--- src/hdl/output_driver_pkg.sv ---
// Constants, register map and carrier types for the output driver control block
// Overview of operation
// - Speaker analog volume spans 0 dB to about -78 dB in half steps, soft-stepped.
// - Page 1 offset 38 bits 6..0 hold the speaker volume attenuation code.
// - Page 1 offset 35 bits 7..6 route the DAC output into the volume stage.
// - Page 1 offset 38 bit 7 connects the volume stage output to the speaker amplifier.
// - Page 0 offset 63 bits 1..0 select the soft-stepping interval.
// - Writing 11 to page 1 offset 44 bits 2..1 selects power-optimised lineout mode.
// - Page 1 offset 31 bits 4..3 select one of four output common-mode levels.
// - Page 1 offset 31 bit 7 powers the headphone driver on or off.
// - Page 1 offset 40 bits 6..3 set headphone gain, bit 2 mutes it.
// - On headphone short, bit 1 of offset 31 picks current limit (0) or power-down (1).
// - A headphone short is shown by read-only bit 0 of page 1 offset 31.
// - In shutdown mode a headphone short clears the headphone power bit at once.
// - Setting the headphone power bit again re-enables; a lasting fault shuts down again.
// - Pin or software master reset restores all defaults, clearing both power bits and both fault flags.
// - Page 1 offset 32 bit 7 powers the class-D speaker driver on or off.
// - Page 1 offset 42 bits 4..3 set speaker gain, bit 2 mutes it.
// - Speaker overcurrent always shuts the stage down; flag at page 1 offset 32 bit 0.
// - Setting the speaker power bit again re-enables; a lasting fault shuts down again.
// - Over-temperature stops speaker switching until cool; flag at page 0 offset 3 bit 1.
// - Volume output is muted when routing bit 7 is 0 and the code is 127.
package output_driver_pkg;

  // Register offsets (page 0)
  localparam logic [7:0] OFS_PAGE_SEL = 8'h00;
  localparam logic [7:0] OFS_SOFT_RESET = 8'h01;
  localparam logic [7:0] OFS_OVERTEMP_FLAG = 8'h03;
  localparam logic [7:0] OFS_VOLUME_STEP_TIME = 8'h3F;
  // Register offsets (page 1)
  localparam logic [7:0] OFS_HP_POWER_CTRL = 8'h1F;
  localparam logic [7:0] OFS_SPK_POWER_CTRL = 8'h20;
  localparam logic [7:0] OFS_DAC_VOLUME_ROUTING = 8'h23;
  localparam logic [7:0] OFS_SPK_VOLUME = 8'h26;
  localparam logic [7:0] OFS_HP_GAIN_MUTE = 8'h28;
  localparam logic [7:0] OFS_SPK_GAIN_MUTE = 8'h2A;
  localparam logic [7:0] OFS_HP_DRIVE_MODE = 8'h2C;
  localparam logic [7:0] PAGE_0 = 8'h00;
  localparam logic [7:0] PAGE_1 = 8'h01;

  // Field positions
  localparam int BIT_POWER = 7;
  localparam int BIT_HP_SHUTDOWN = 1;
  localparam int BIT_FAULT = 0;
  localparam int BIT_OVERTEMP = 1;
  localparam int BIT_SW_RESET = 0;
  localparam int BIT_VOL_ROUTE = 7;
  localparam int BIT_MUTE = 2;

  // Reset values
  localparam logic [6:0] RST_SPK_VOLUME = 7'h7F;
  localparam logic [1:0] RST_FIELD2 = 2'h0;
  localparam logic [3:0] RST_HP_GAIN = 4'h0;
  localparam logic [7:0] RST_BYTE = 8'h00;

  // Codes
  localparam logic [6:0] VOL_MUTE_CODE = 7'h7F;
  localparam logic [1:0] LINEOUT_MODE_CODE = 2'h3;
  localparam logic [1:0] STEP_ONE_PERIOD = 2'h0;
  localparam logic [1:0] STEP_TWO_PERIODS = 2'h1;

  // Soft-step base interval: one audio frame at 48 kHz, rounded up to clock cycles
  localparam int CLK_PERIOD_NS = 10;
  localparam int STEP_TIME_NS = 20834;
  localparam int STEP_BASE_CYCLES = (STEP_TIME_NS + CLK_PERIOD_NS - 1) / CLK_PERIOD_NS;
  localparam int STEP_CNT_W = 14;

  // Fault detector levels from the analog stages
  typedef struct packed {
    logic hpShort;
    logic spkOverCurrent;
    logic overTemp;
  } fault_in_t;

  // Register access request
  typedef struct packed {
    logic write;
    logic read;
    logic [7:0] addr;
    logic [7:0] wrData;
  } reg_req_t;

endpackage

--- src/hdl/soft_step.sv ---
// Soft-stepping engine: walks the applied volume code toward its target
`timescale 1ns/10ps
module soft_step
  import output_driver_pkg::*;
#(
  parameter int BaseCycles = STEP_BASE_CYCLES
) (
  input wire logic clk,
  input wire logic reset,
  input wire logic clear,
  input wire logic [6:0] target,
  input wire logic [1:0] stepSel,
  output logic [6:0] applied,
  output logic busy
);

  typedef struct packed {
    logic [6:0] applied;
    logic [STEP_CNT_W-1:0] cnt;
  } step_state_t;

  step_state_t s_q, s_d;
  logic [STEP_CNT_W-1:0] interval;

  // Interval per step; codes 2 and 3 switch stepping off and jump at once
  always_comb begin
    s_d = s_q;
    interval = STEP_CNT_W'(BaseCycles);
    if (stepSel == STEP_TWO_PERIODS) begin
      interval = STEP_CNT_W'(2 * BaseCycles);
    end
    if (clear) begin
      s_d.applied = RST_SPK_VOLUME;
      s_d.cnt = '0;
    end else if (s_q.applied == target) begin
      s_d.cnt = '0;
    end else if (stepSel != STEP_ONE_PERIOD && stepSel != STEP_TWO_PERIODS) begin
      s_d.applied = target;
      s_d.cnt = '0;
    end else if (s_q.cnt >= interval - 1'b1) begin
      s_d.cnt = '0;
      if (s_q.applied < target) begin
        s_d.applied = s_q.applied + 7'h01;
      end else begin
        s_d.applied = s_q.applied - 7'h01;
      end
    end else begin
      s_d.cnt = s_q.cnt + 1'b1;
    end
  end

  // State register
  always_ff @(posedge clk or posedge reset) begin
    if (reset) begin
      s_q <= '{applied: RST_SPK_VOLUME, cnt: '0};
    end else begin
      s_q <= s_d;
    end
  end

  assign applied = s_q.applied;
  assign busy = (s_q.applied != target);

endmodule

--- src/hdl/stage_guard.sv ---
// Power bit and fault flag keeper for one output stage
`timescale 1ns/10ps
module stage_guard (
  input wire logic clk,
  input wire logic reset,
  input wire logic clear,
  input wire logic powerWrite,
  input wire logic powerValue,
  input wire logic fault,
  input wire logic shutdownMode,
  output logic powerOn,
  output logic faultFlag,
  output logic currentLimit
);

  typedef struct packed {
    logic power;
    logic flag;
    logic limit;
  } guard_state_t;

  guard_state_t g_q, g_d;

  // A software write lands first; in shutdown mode a lasting fault knocks the bit down next cycle
  always_comb begin
    g_d = g_q;
    if (clear) begin
      g_d = '0;
    end else begin
      if (powerWrite) begin
        g_d.power = powerValue;
        if (powerValue) begin
          g_d.flag = 1'b0;
        end
      end else if (fault && shutdownMode && g_q.power) begin
        g_d.power = 1'b0;
      end
      if (fault && g_q.power) begin
        g_d.flag = 1'b1;
      end
      g_d.limit = fault && !shutdownMode && g_d.power;
    end
  end

  // State register
  always_ff @(posedge clk or posedge reset) begin
    if (reset) begin
      g_q <= '0;
    end else begin
      g_q <= g_d;
    end
  end

  assign powerOn = g_q.power;
  assign faultFlag = g_q.flag;
  assign currentLimit = g_q.limit;

endmodule

--- src/hdl/output_driver_control.sv ---
// Paged control registers and protection for the headphone and speaker drivers
`timescale 1ns/10ps
module output_driver_control
  import output_driver_pkg::*;
#(
  parameter int StepCycles = STEP_BASE_CYCLES
) (
  input wire logic clk,
  input wire logic reset,
  input wire reg_req_t regReq,
  input wire fault_in_t faultIn,
  output logic [7:0] regRdData,
  output logic regRdValid,
  output logic [1:0] dacVolRoute,
  output logic volToSpkRoute,
  output logic [6:0] spkVolApplied,
  output logic spkVolMuted,
  output logic spkVolBusy,
  output logic hpPowerOn,
  output logic hpCurrentLimit,
  output logic [3:0] hpGain,
  output logic hpMute,
  output logic [1:0] hpCommonMode,
  output logic lineoutMode,
  output logic spkPowerOn,
  output logic spkSwitchEn,
  output logic [1:0] spkGain,
  output logic spkMute
);

  // Software-visible and output state held here; power bits, fault flags and applied volume live in the submodules
  typedef struct packed {
    logic [7:0] page;
    logic swReset;
    logic [1:0] stepSel;
    logic [1:0] hpCm;
    logic hpShutMode;
    logic [1:0] dacRoute;
    logic volRoute;
    logic [6:0] spkVol;
    logic [3:0] hpGain;
    logic hpMute;
    logic [1:0] spkGain;
    logic spkMute;
    logic [1:0] hpDrive;
    logic [7:0] rdData;
    logic rdValid;
    logic volMuted;
    logic spkSwitch;
    logic lineout;
  } ctrl_state_t;

  localparam ctrl_state_t CTRL_RESET = '{
    page: PAGE_0,
    swReset: 1'b0,
    stepSel: RST_FIELD2,
    hpCm: RST_FIELD2,
    hpShutMode: 1'b0,
    dacRoute: RST_FIELD2,
    volRoute: 1'b0,
    spkVol: RST_SPK_VOLUME,
    hpGain: RST_HP_GAIN,
    hpMute: 1'b1,
    spkGain: RST_FIELD2,
    spkMute: 1'b1,
    hpDrive: RST_FIELD2,
    rdData: RST_BYTE,
    rdValid: 1'b0,
    volMuted: 1'b1,
    spkSwitch: 1'b0,
    lineout: 1'b0
  };

  ctrl_state_t c_q, c_d;

  logic hpPowerBit;
  logic hpFaultFlag;
  logic hpLimit;
  logic spkPowerBit;
  logic spkFaultFlag;
  logic spkLimitUnused;
  logic [6:0] volApplied;
  logic volBusy;
  logic hpPowerWrite;
  logic spkPowerWrite;

  // Page and offset match, shared by the write and read decoders
  function automatic logic regHit(input logic [7:0] curPage, input logic [7:0] addr,
                                  input logic [7:0] wantPage, input logic [7:0] wantAddr);
    // Page select sits at offset zero of every page
    regHit = (addr == wantAddr) && (curPage == wantPage || wantAddr == OFS_PAGE_SEL);
  endfunction

  // Power bit writes go to the guards so the fault logic sees them the same cycle
  assign hpPowerWrite = regReq.write && !c_q.swReset
                        && regHit(c_q.page, regReq.addr, PAGE_1, OFS_HP_POWER_CTRL);
  assign spkPowerWrite = regReq.write && !c_q.swReset
                         && regHit(c_q.page, regReq.addr, PAGE_1, OFS_SPK_POWER_CTRL);

  // Headphone stage: shutdown or current limit chosen by software
  stage_guard u_hp_guard (
    .clk(clk),
    .reset(reset),
    .clear(c_q.swReset),
    .powerWrite(hpPowerWrite),
    .powerValue(regReq.wrData[BIT_POWER]),
    .fault(faultIn.hpShort),
    .shutdownMode(c_q.hpShutMode),
    .powerOn(hpPowerBit),
    .faultFlag(hpFaultFlag),
    .currentLimit(hpLimit)
  );

  // Speaker stage has no current-limit option, so shutdown mode is tied on
  stage_guard u_spk_guard (
    .clk(clk),
    .reset(reset),
    .clear(c_q.swReset),
    .powerWrite(spkPowerWrite),
    .powerValue(regReq.wrData[BIT_POWER]),
    .fault(faultIn.spkOverCurrent),
    .shutdownMode(1'b1),
    .powerOn(spkPowerBit),
    .faultFlag(spkFaultFlag),
    .currentLimit(spkLimitUnused)
  );

  // Speaker analog volume soft-stepping
  soft_step #(
    .BaseCycles(StepCycles)
  ) u_spk_step (
    .clk(clk),
    .reset(reset),
    .clear(c_q.swReset),
    .target(c_q.spkVol),
    .stepSel(c_q.stepSel),
    .applied(volApplied),
    .busy(volBusy)
  );

  // Register writes, read mux and derived outputs
  always_comb begin
    c_d = c_q;
    c_d.swReset = 1'b0;
    c_d.rdValid = 1'b0;
    if (c_q.swReset) begin
      // Software reset restores every field one cycle after the write
      c_d = CTRL_RESET;
    end else begin
      if (regReq.write) begin
        if (regHit(c_q.page, regReq.addr, PAGE_0, OFS_PAGE_SEL)) begin
          c_d.page = regReq.wrData;
        end
        if (regHit(c_q.page, regReq.addr, PAGE_0, OFS_SOFT_RESET)) begin
          c_d.swReset = regReq.wrData[BIT_SW_RESET];
        end
        if (regHit(c_q.page, regReq.addr, PAGE_0, OFS_VOLUME_STEP_TIME)) begin
          c_d.stepSel = regReq.wrData[1:0];
        end
        if (regHit(c_q.page, regReq.addr, PAGE_1, OFS_HP_POWER_CTRL)) begin
          c_d.hpCm = regReq.wrData[4:3];
          c_d.hpShutMode = regReq.wrData[BIT_HP_SHUTDOWN];
        end
        if (regHit(c_q.page, regReq.addr, PAGE_1, OFS_DAC_VOLUME_ROUTING)) begin
          c_d.dacRoute = regReq.wrData[7:6];
        end
        if (regHit(c_q.page, regReq.addr, PAGE_1, OFS_SPK_VOLUME)) begin
          c_d.volRoute = regReq.wrData[BIT_VOL_ROUTE];
          c_d.spkVol = regReq.wrData[6:0];
        end
        if (regHit(c_q.page, regReq.addr, PAGE_1, OFS_HP_GAIN_MUTE)) begin
          c_d.hpGain = regReq.wrData[6:3];
          c_d.hpMute = regReq.wrData[BIT_MUTE];
        end
        if (regHit(c_q.page, regReq.addr, PAGE_1, OFS_SPK_GAIN_MUTE)) begin
          c_d.spkGain = regReq.wrData[4:3];
          c_d.spkMute = regReq.wrData[BIT_MUTE];
        end
        if (regHit(c_q.page, regReq.addr, PAGE_1, OFS_HP_DRIVE_MODE)) begin
          c_d.hpDrive = regReq.wrData[2:1];
        end
      end
      // Reads return live flags; unmapped offsets read as zero
      if (regReq.read) begin
        c_d.rdValid = 1'b1;
        c_d.rdData = RST_BYTE;
        if (regHit(c_q.page, regReq.addr, PAGE_0, OFS_PAGE_SEL)) begin
          c_d.rdData = c_q.page;
        end
        if (regHit(c_q.page, regReq.addr, PAGE_0, OFS_OVERTEMP_FLAG)) begin
          c_d.rdData[BIT_OVERTEMP] = faultIn.overTemp;
        end
        if (regHit(c_q.page, regReq.addr, PAGE_0, OFS_VOLUME_STEP_TIME)) begin
          c_d.rdData[1:0] = c_q.stepSel;
        end
        if (regHit(c_q.page, regReq.addr, PAGE_1, OFS_HP_POWER_CTRL)) begin
          c_d.rdData[BIT_POWER] = hpPowerBit;
          c_d.rdData[4:3] = c_q.hpCm;
          c_d.rdData[BIT_HP_SHUTDOWN] = c_q.hpShutMode;
          c_d.rdData[BIT_FAULT] = hpFaultFlag;
        end
        if (regHit(c_q.page, regReq.addr, PAGE_1, OFS_SPK_POWER_CTRL)) begin
          c_d.rdData[BIT_POWER] = spkPowerBit;
          c_d.rdData[BIT_FAULT] = spkFaultFlag;
        end
        if (regHit(c_q.page, regReq.addr, PAGE_1, OFS_DAC_VOLUME_ROUTING)) begin
          c_d.rdData[7:6] = c_q.dacRoute;
        end
        if (regHit(c_q.page, regReq.addr, PAGE_1, OFS_SPK_VOLUME)) begin
          c_d.rdData = {c_q.volRoute, c_q.spkVol};
        end
        if (regHit(c_q.page, regReq.addr, PAGE_1, OFS_HP_GAIN_MUTE)) begin
          c_d.rdData[6:3] = c_q.hpGain;
          c_d.rdData[BIT_MUTE] = c_q.hpMute;
        end
        if (regHit(c_q.page, regReq.addr, PAGE_1, OFS_SPK_GAIN_MUTE)) begin
          c_d.rdData[4:3] = c_q.spkGain;
          c_d.rdData[BIT_MUTE] = c_q.spkMute;
        end
        if (regHit(c_q.page, regReq.addr, PAGE_1, OFS_HP_DRIVE_MODE)) begin
          c_d.rdData[2:1] = c_q.hpDrive;
        end
      end
      // Derived outputs follow the registered settings by one cycle
      c_d.volMuted = !c_q.volRoute && (volApplied == VOL_MUTE_CODE);
      c_d.spkSwitch = spkPowerBit && !faultIn.overTemp;
      c_d.lineout = (c_q.hpDrive == LINEOUT_MODE_CODE);
    end
  end

  // State register
  always_ff @(posedge clk or posedge reset) begin
    if (reset) begin
      c_q <= CTRL_RESET;
    end else begin
      c_q <= c_d;
    end
  end

  // Outputs taken from flip-flops here or inside the submodules; spkVolBusy is a compare of registered values
  assign regRdData = c_q.rdData;
  assign regRdValid = c_q.rdValid;
  assign dacVolRoute = c_q.dacRoute;
  assign volToSpkRoute = c_q.volRoute;
  assign spkVolApplied = volApplied;
  assign spkVolMuted = c_q.volMuted;
  assign spkVolBusy = volBusy;
  assign hpPowerOn = hpPowerBit;
  assign hpCurrentLimit = hpLimit;
  assign hpGain = c_q.hpGain;
  assign hpMute = c_q.hpMute;
  assign hpCommonMode = c_q.hpCm;
  assign lineoutMode = c_q.lineout;
  assign spkPowerOn = spkPowerBit;
  assign spkSwitchEn = c_q.spkSwitch;
  assign spkGain = c_q.spkGain;
  assign spkMute = c_q.spkMute;

endmodule

--- config.mk ---
export PLATFORM = sky130hd
export DESIGN_NAME = output_driver_control
export DESIGN_NICKNAME = d
export VERILOG_FILES = /design/src/hdl/output_driver_pkg.sv /design/src/hdl/soft_step.sv /design/src/hdl/stage_guard.sv /design/src/hdl/output_driver_control.sv
export SDC_FILE = /design/constraint.sdc
export NUM_CORES = 1
export LEC_CHECK = 0
export BUFFER_PORTS_ARGS = -buffer_cell sky130_fd_sc_hd__buf_2
export CAP_MARGIN = 10
export CORE_ASPECT_RATIO = 0.7
export CORE_MARGIN = 2
export CORE_UTILIZATION = 25
export CTS_BUF_LIST = sky130_fd_sc_hd__clkbuf_16
export DETAILED_ROUTE_END_ITERATION = 10
export PLACE_DENSITY = 0.43
export SYNTH_ARGS = -nofsm -noshare
export SYNTH_HDL_FRONTEND = slang
export SYNTH_SLANG_ARGS = --single-unit
--- constraint.sdc ---
create_clock -name clk -period 5.5 [get_ports clk]
set_input_delay 1.1 -clock clk [delete_from_list [all_inputs] [get_ports clk]]
set_output_delay 1.1 -clock clk [all_outputs]
set_load 0.01 [all_outputs]
==> flow_metrics.env <==
export IMPL_drive_above_1_share_pct=22.44
export IMPL_setup_tns_final_ns=0
export IMPL_p_leak_nw=2.210
export IMPL_post_cts_buffers=0
export IMPL_yosys_area_share_simple_pct=24.16
export IMPL_synth_area_leaders="dfrtp_1, dfstp_2, ha_1, buf_4, nand3_1"
export IMPL_fin_util_pct=28.60
export IMPL_top_level_ports=59
export IMPL_finalMaxSlewViolations=0
export IMPL_slew_headroom_pct=34.64
export IMPL_cts_buffer_depth=2
export IMPL_synth_top_cell_area_share_pct=30.91
export IMPL_cts_tree="built"
export IMPL_power_total_mw=1.554
export IMPL_n_antenna_cell=0
export IMPL_dp_hpwl_mm=9.788
export IMPL_yosysWarnings=0
export IMPL_synth_fa_ha_area_share_pct=5.507
export IMPL_drc=0
export IMPL_cp_arrival_ns=2.33
export IMPL_start_kind="register"
export IMPL_fillers=1877
export IMPL_status="complete, no violations"
export IMPL_gp_congestion=0.8247
export IMPL_synth_cell_types=65
export IMPL_grt_pass1_wl_mm=20.96
export IMPL_drt_pass1_iterations=4
export IMPL_grt_max_degree=45
export IMPL_tightest_slew_ns=0.9790
export IMPL_min_period_ns=3.430
export IMPL_ant_nets=0
export IMPL_dieArea_um2=18910
export IMPL_regArea_um2=1823
export IMPL_portBuffers=58
export IMPL_slowest_delay_ns=0.55
export IMPL_postCtsHoldBufs=0
export IMPL_ys_seq_elements=72
export IMPL_fin_nets=537
export IMPL_vias=3666
export IMPL_cp_required_ns=4.40
export IMPL_synth_net_count=518
export IMPL_rows=40
export IMPL_finalSetupViolations=0
export IMPL_start_util_pct=25.72
export IMPL_cts_root_buf="clkbuf_16"
export IMPL_worstPathMaxFanout=8
export IMPL_cp_slowest_cell="dfstp_2"
export IMPL_post_cts_resize_count=0
export IMPL_hold_viol=0
export IMPL_antenna_found_initial=2
export IMPL_clk_pin_slew_worst_paths_ns=0.06
export IMPL_overflow=0
export IMPL_synthMuxAreaShare_pct=1.124
export IMPL_final_common_cell="buf_2"
export IMPL_ir_drop_mv=0.1287
export IMPL_synth_xor_area_share_pct=3.484
export IMPL_drt_wl_total_mm=13.38
export IMPL_chipWidth_um=163.5
export IMPL_viasPerCell=5.022
export IMPL_syn_area_um2=4453
export IMPL_grt_pass1_vias=3476
export IMPL_path_buf_inv=3
export IMPL_routedWlPerCell_um=18.33
export IMPL_drt_iter0_drc=290
export IMPL_synth_edf_count=0
export IMPL_cts_buffers=9
export IMPL_die_h_um=115.7
export IMPL_path_cells="inv_1 -> ha_1 -> nand4_1 -> nor2_1 -> clkinv_1 -> buf_2"
export IMPL_synth_compound_area_share_pct=15.06
export IMPL_coreArea_um2=17320
export IMPL_yosysSeqAreaShare_pct=40.94
export IMPL_synth_async_sr_flop_share_pct=100.0
export IMPL_cts_sinks=72
export IMPL_finalCritPeriodShare_pct=62.37
export IMPL_synthCells=476
export IMPL_drv_cap=0
export IMPL_clock_latency_ns=0.33
export IMPL_groute_usage_overall_pct=14.60
export IMPL_min_path_type="reg -> reg"
export IMPL_h_tree_depth=3
export IMPL_clock_fmax_mhz=291.5
export IMPL_syn_to_final_growth_pct=11.21
export IMPL_multi_input_area_um2=2197
export IMPL_pwr_density_cell_nw_per_um2=313.8
export IMPL_rsz0062_at_grt="false"
export IMPL_synth_top_family_by_area="simple AND/OR/NAND/NOR gates"
export IMPL_synth_avg_cell_area_um2=9.355
export IMPL_ys_flop_type="dfrtp_1"
export IMPL_yosysTopAreaCell="dfrtp_1"
export IMPL_end_kind="primary output"
export IMPL_layout_common_cells="buf_2, dfrtp_1, nand2_1"
export IMPL_crit_type="reg -> out"
export IMPL_cp_top_family="buffers and inverters"
export IMPL_skew_ns=0.008696
export IMPL_fin_hold_ws_ns=0.4744
## through the flow
| stage | area [um2] | worst slack (ns) | std cells |
|---|---|---|---|
| after floorplan | 4453 | 2.545 | 476 |
| after global placement | 4690 | 2.281 | 715 |
| after detailed placement | 4690 | 2.268 | 715 |
| after CTS | 4952 | 2.076 | 730 |
| after global routing | 4952 | 1.904 | 730 |
| final | 4952 | 2.070 | 730 |
## synthesized netlist by cell type, types with 3 or more instances
cell type and number:
a211oi_1 6, nand4_1 10, o211ai_1 7, clkbuf_1 11
inv_1 19, nor3b_1 3, ha_1 18, a21o_1 3
nand2_1 45, buf_6 4, nand3_1 41, buf_4 28
and3_1 8, xor2_1 8, a31oi_1 4, nor3_1 5
buf_2 6, nor4b_1 3, dfstp_2 17, o22ai_1 3
mux2i_1 5, nand2b_1 3, and4_1 5, and3_2 5
a21oi_1 36, a32o_1 4, a311oi_1 3, nor4_1 4
o21ai_0 15, dfrtp_1 55, a221oi_1 7, xnor2_1 7
nor2b_1 6, nor2_1 32, a22oi_1 4
## power by group
part | total (mW) | switching, mW | internal [mW]
Combinational | 0.338 | 0.189 | 0.149
Sequential | 0.685 | 0.0811 | 0.604
Clock | 0.532 | 0.232 | 0.300
## worst paths after layout
check	start	end	slack, ns	cells after the start
max	c_q[26]	spkVolBusy	2.07	6
min	u_spk_step.s_q[0]	u_spk_step.s_q[0]	0.47	1
max reg2reg	c_q[26]	u_spk_step.applied[3]	2.34	11
min reg2reg	u_spk_step.s_q[0]	u_spk_step.s_q[0]	0.47	1
max in group asynchronous	reset	c_q[24]	3.50	3
min in group asynchronous	reset	u_spk_step.s_q[9]	0.99	2
## layer usage
layer,part of all wire (%),up-vias,routed length (um),track usage (%)
li1,-,1737,-,-
met3,7.2,11,966,4.545
met5,0.16,-,21,0
met2,38,114,5091,18.14
met1,54,1800,7231,23.91
met4,0.53,4,71,2.515
## logic make-up after synthesis
family,count (synthesis)
xor+xnor,16
simple gates,189
flops,72
compound gates,103
buf+inv,72
fa+ha+maj,19
mux,5
## area by class of cell
| type | instances | share of cell area, % |
|---|---|---|
| Clock buffer | 9 | 4.548 |
| Tap cell | 231 | 5.836 |
| Timing Repair Buffer | 60 | 6.165 |
| Clock inverter | 6 | 0.7580 |
| Multi-Input combinational cell | 332 | 44.37 |
| Inverter | 20 | 1.516 |
| Sequential cell | 72 | 36.81 |
## flip-flops by register name (all words and copies together) (netlist names), 2 cells and up
signal / count
c_q: 21
u_spk_step.s_q: 14
regRdData: 8
u_spk_step.applied: 7
hpGain: 4
dacVolRoute: 2
hpCommonMode: 2
spkGain: 2
(Power assumes the default switching activity.)
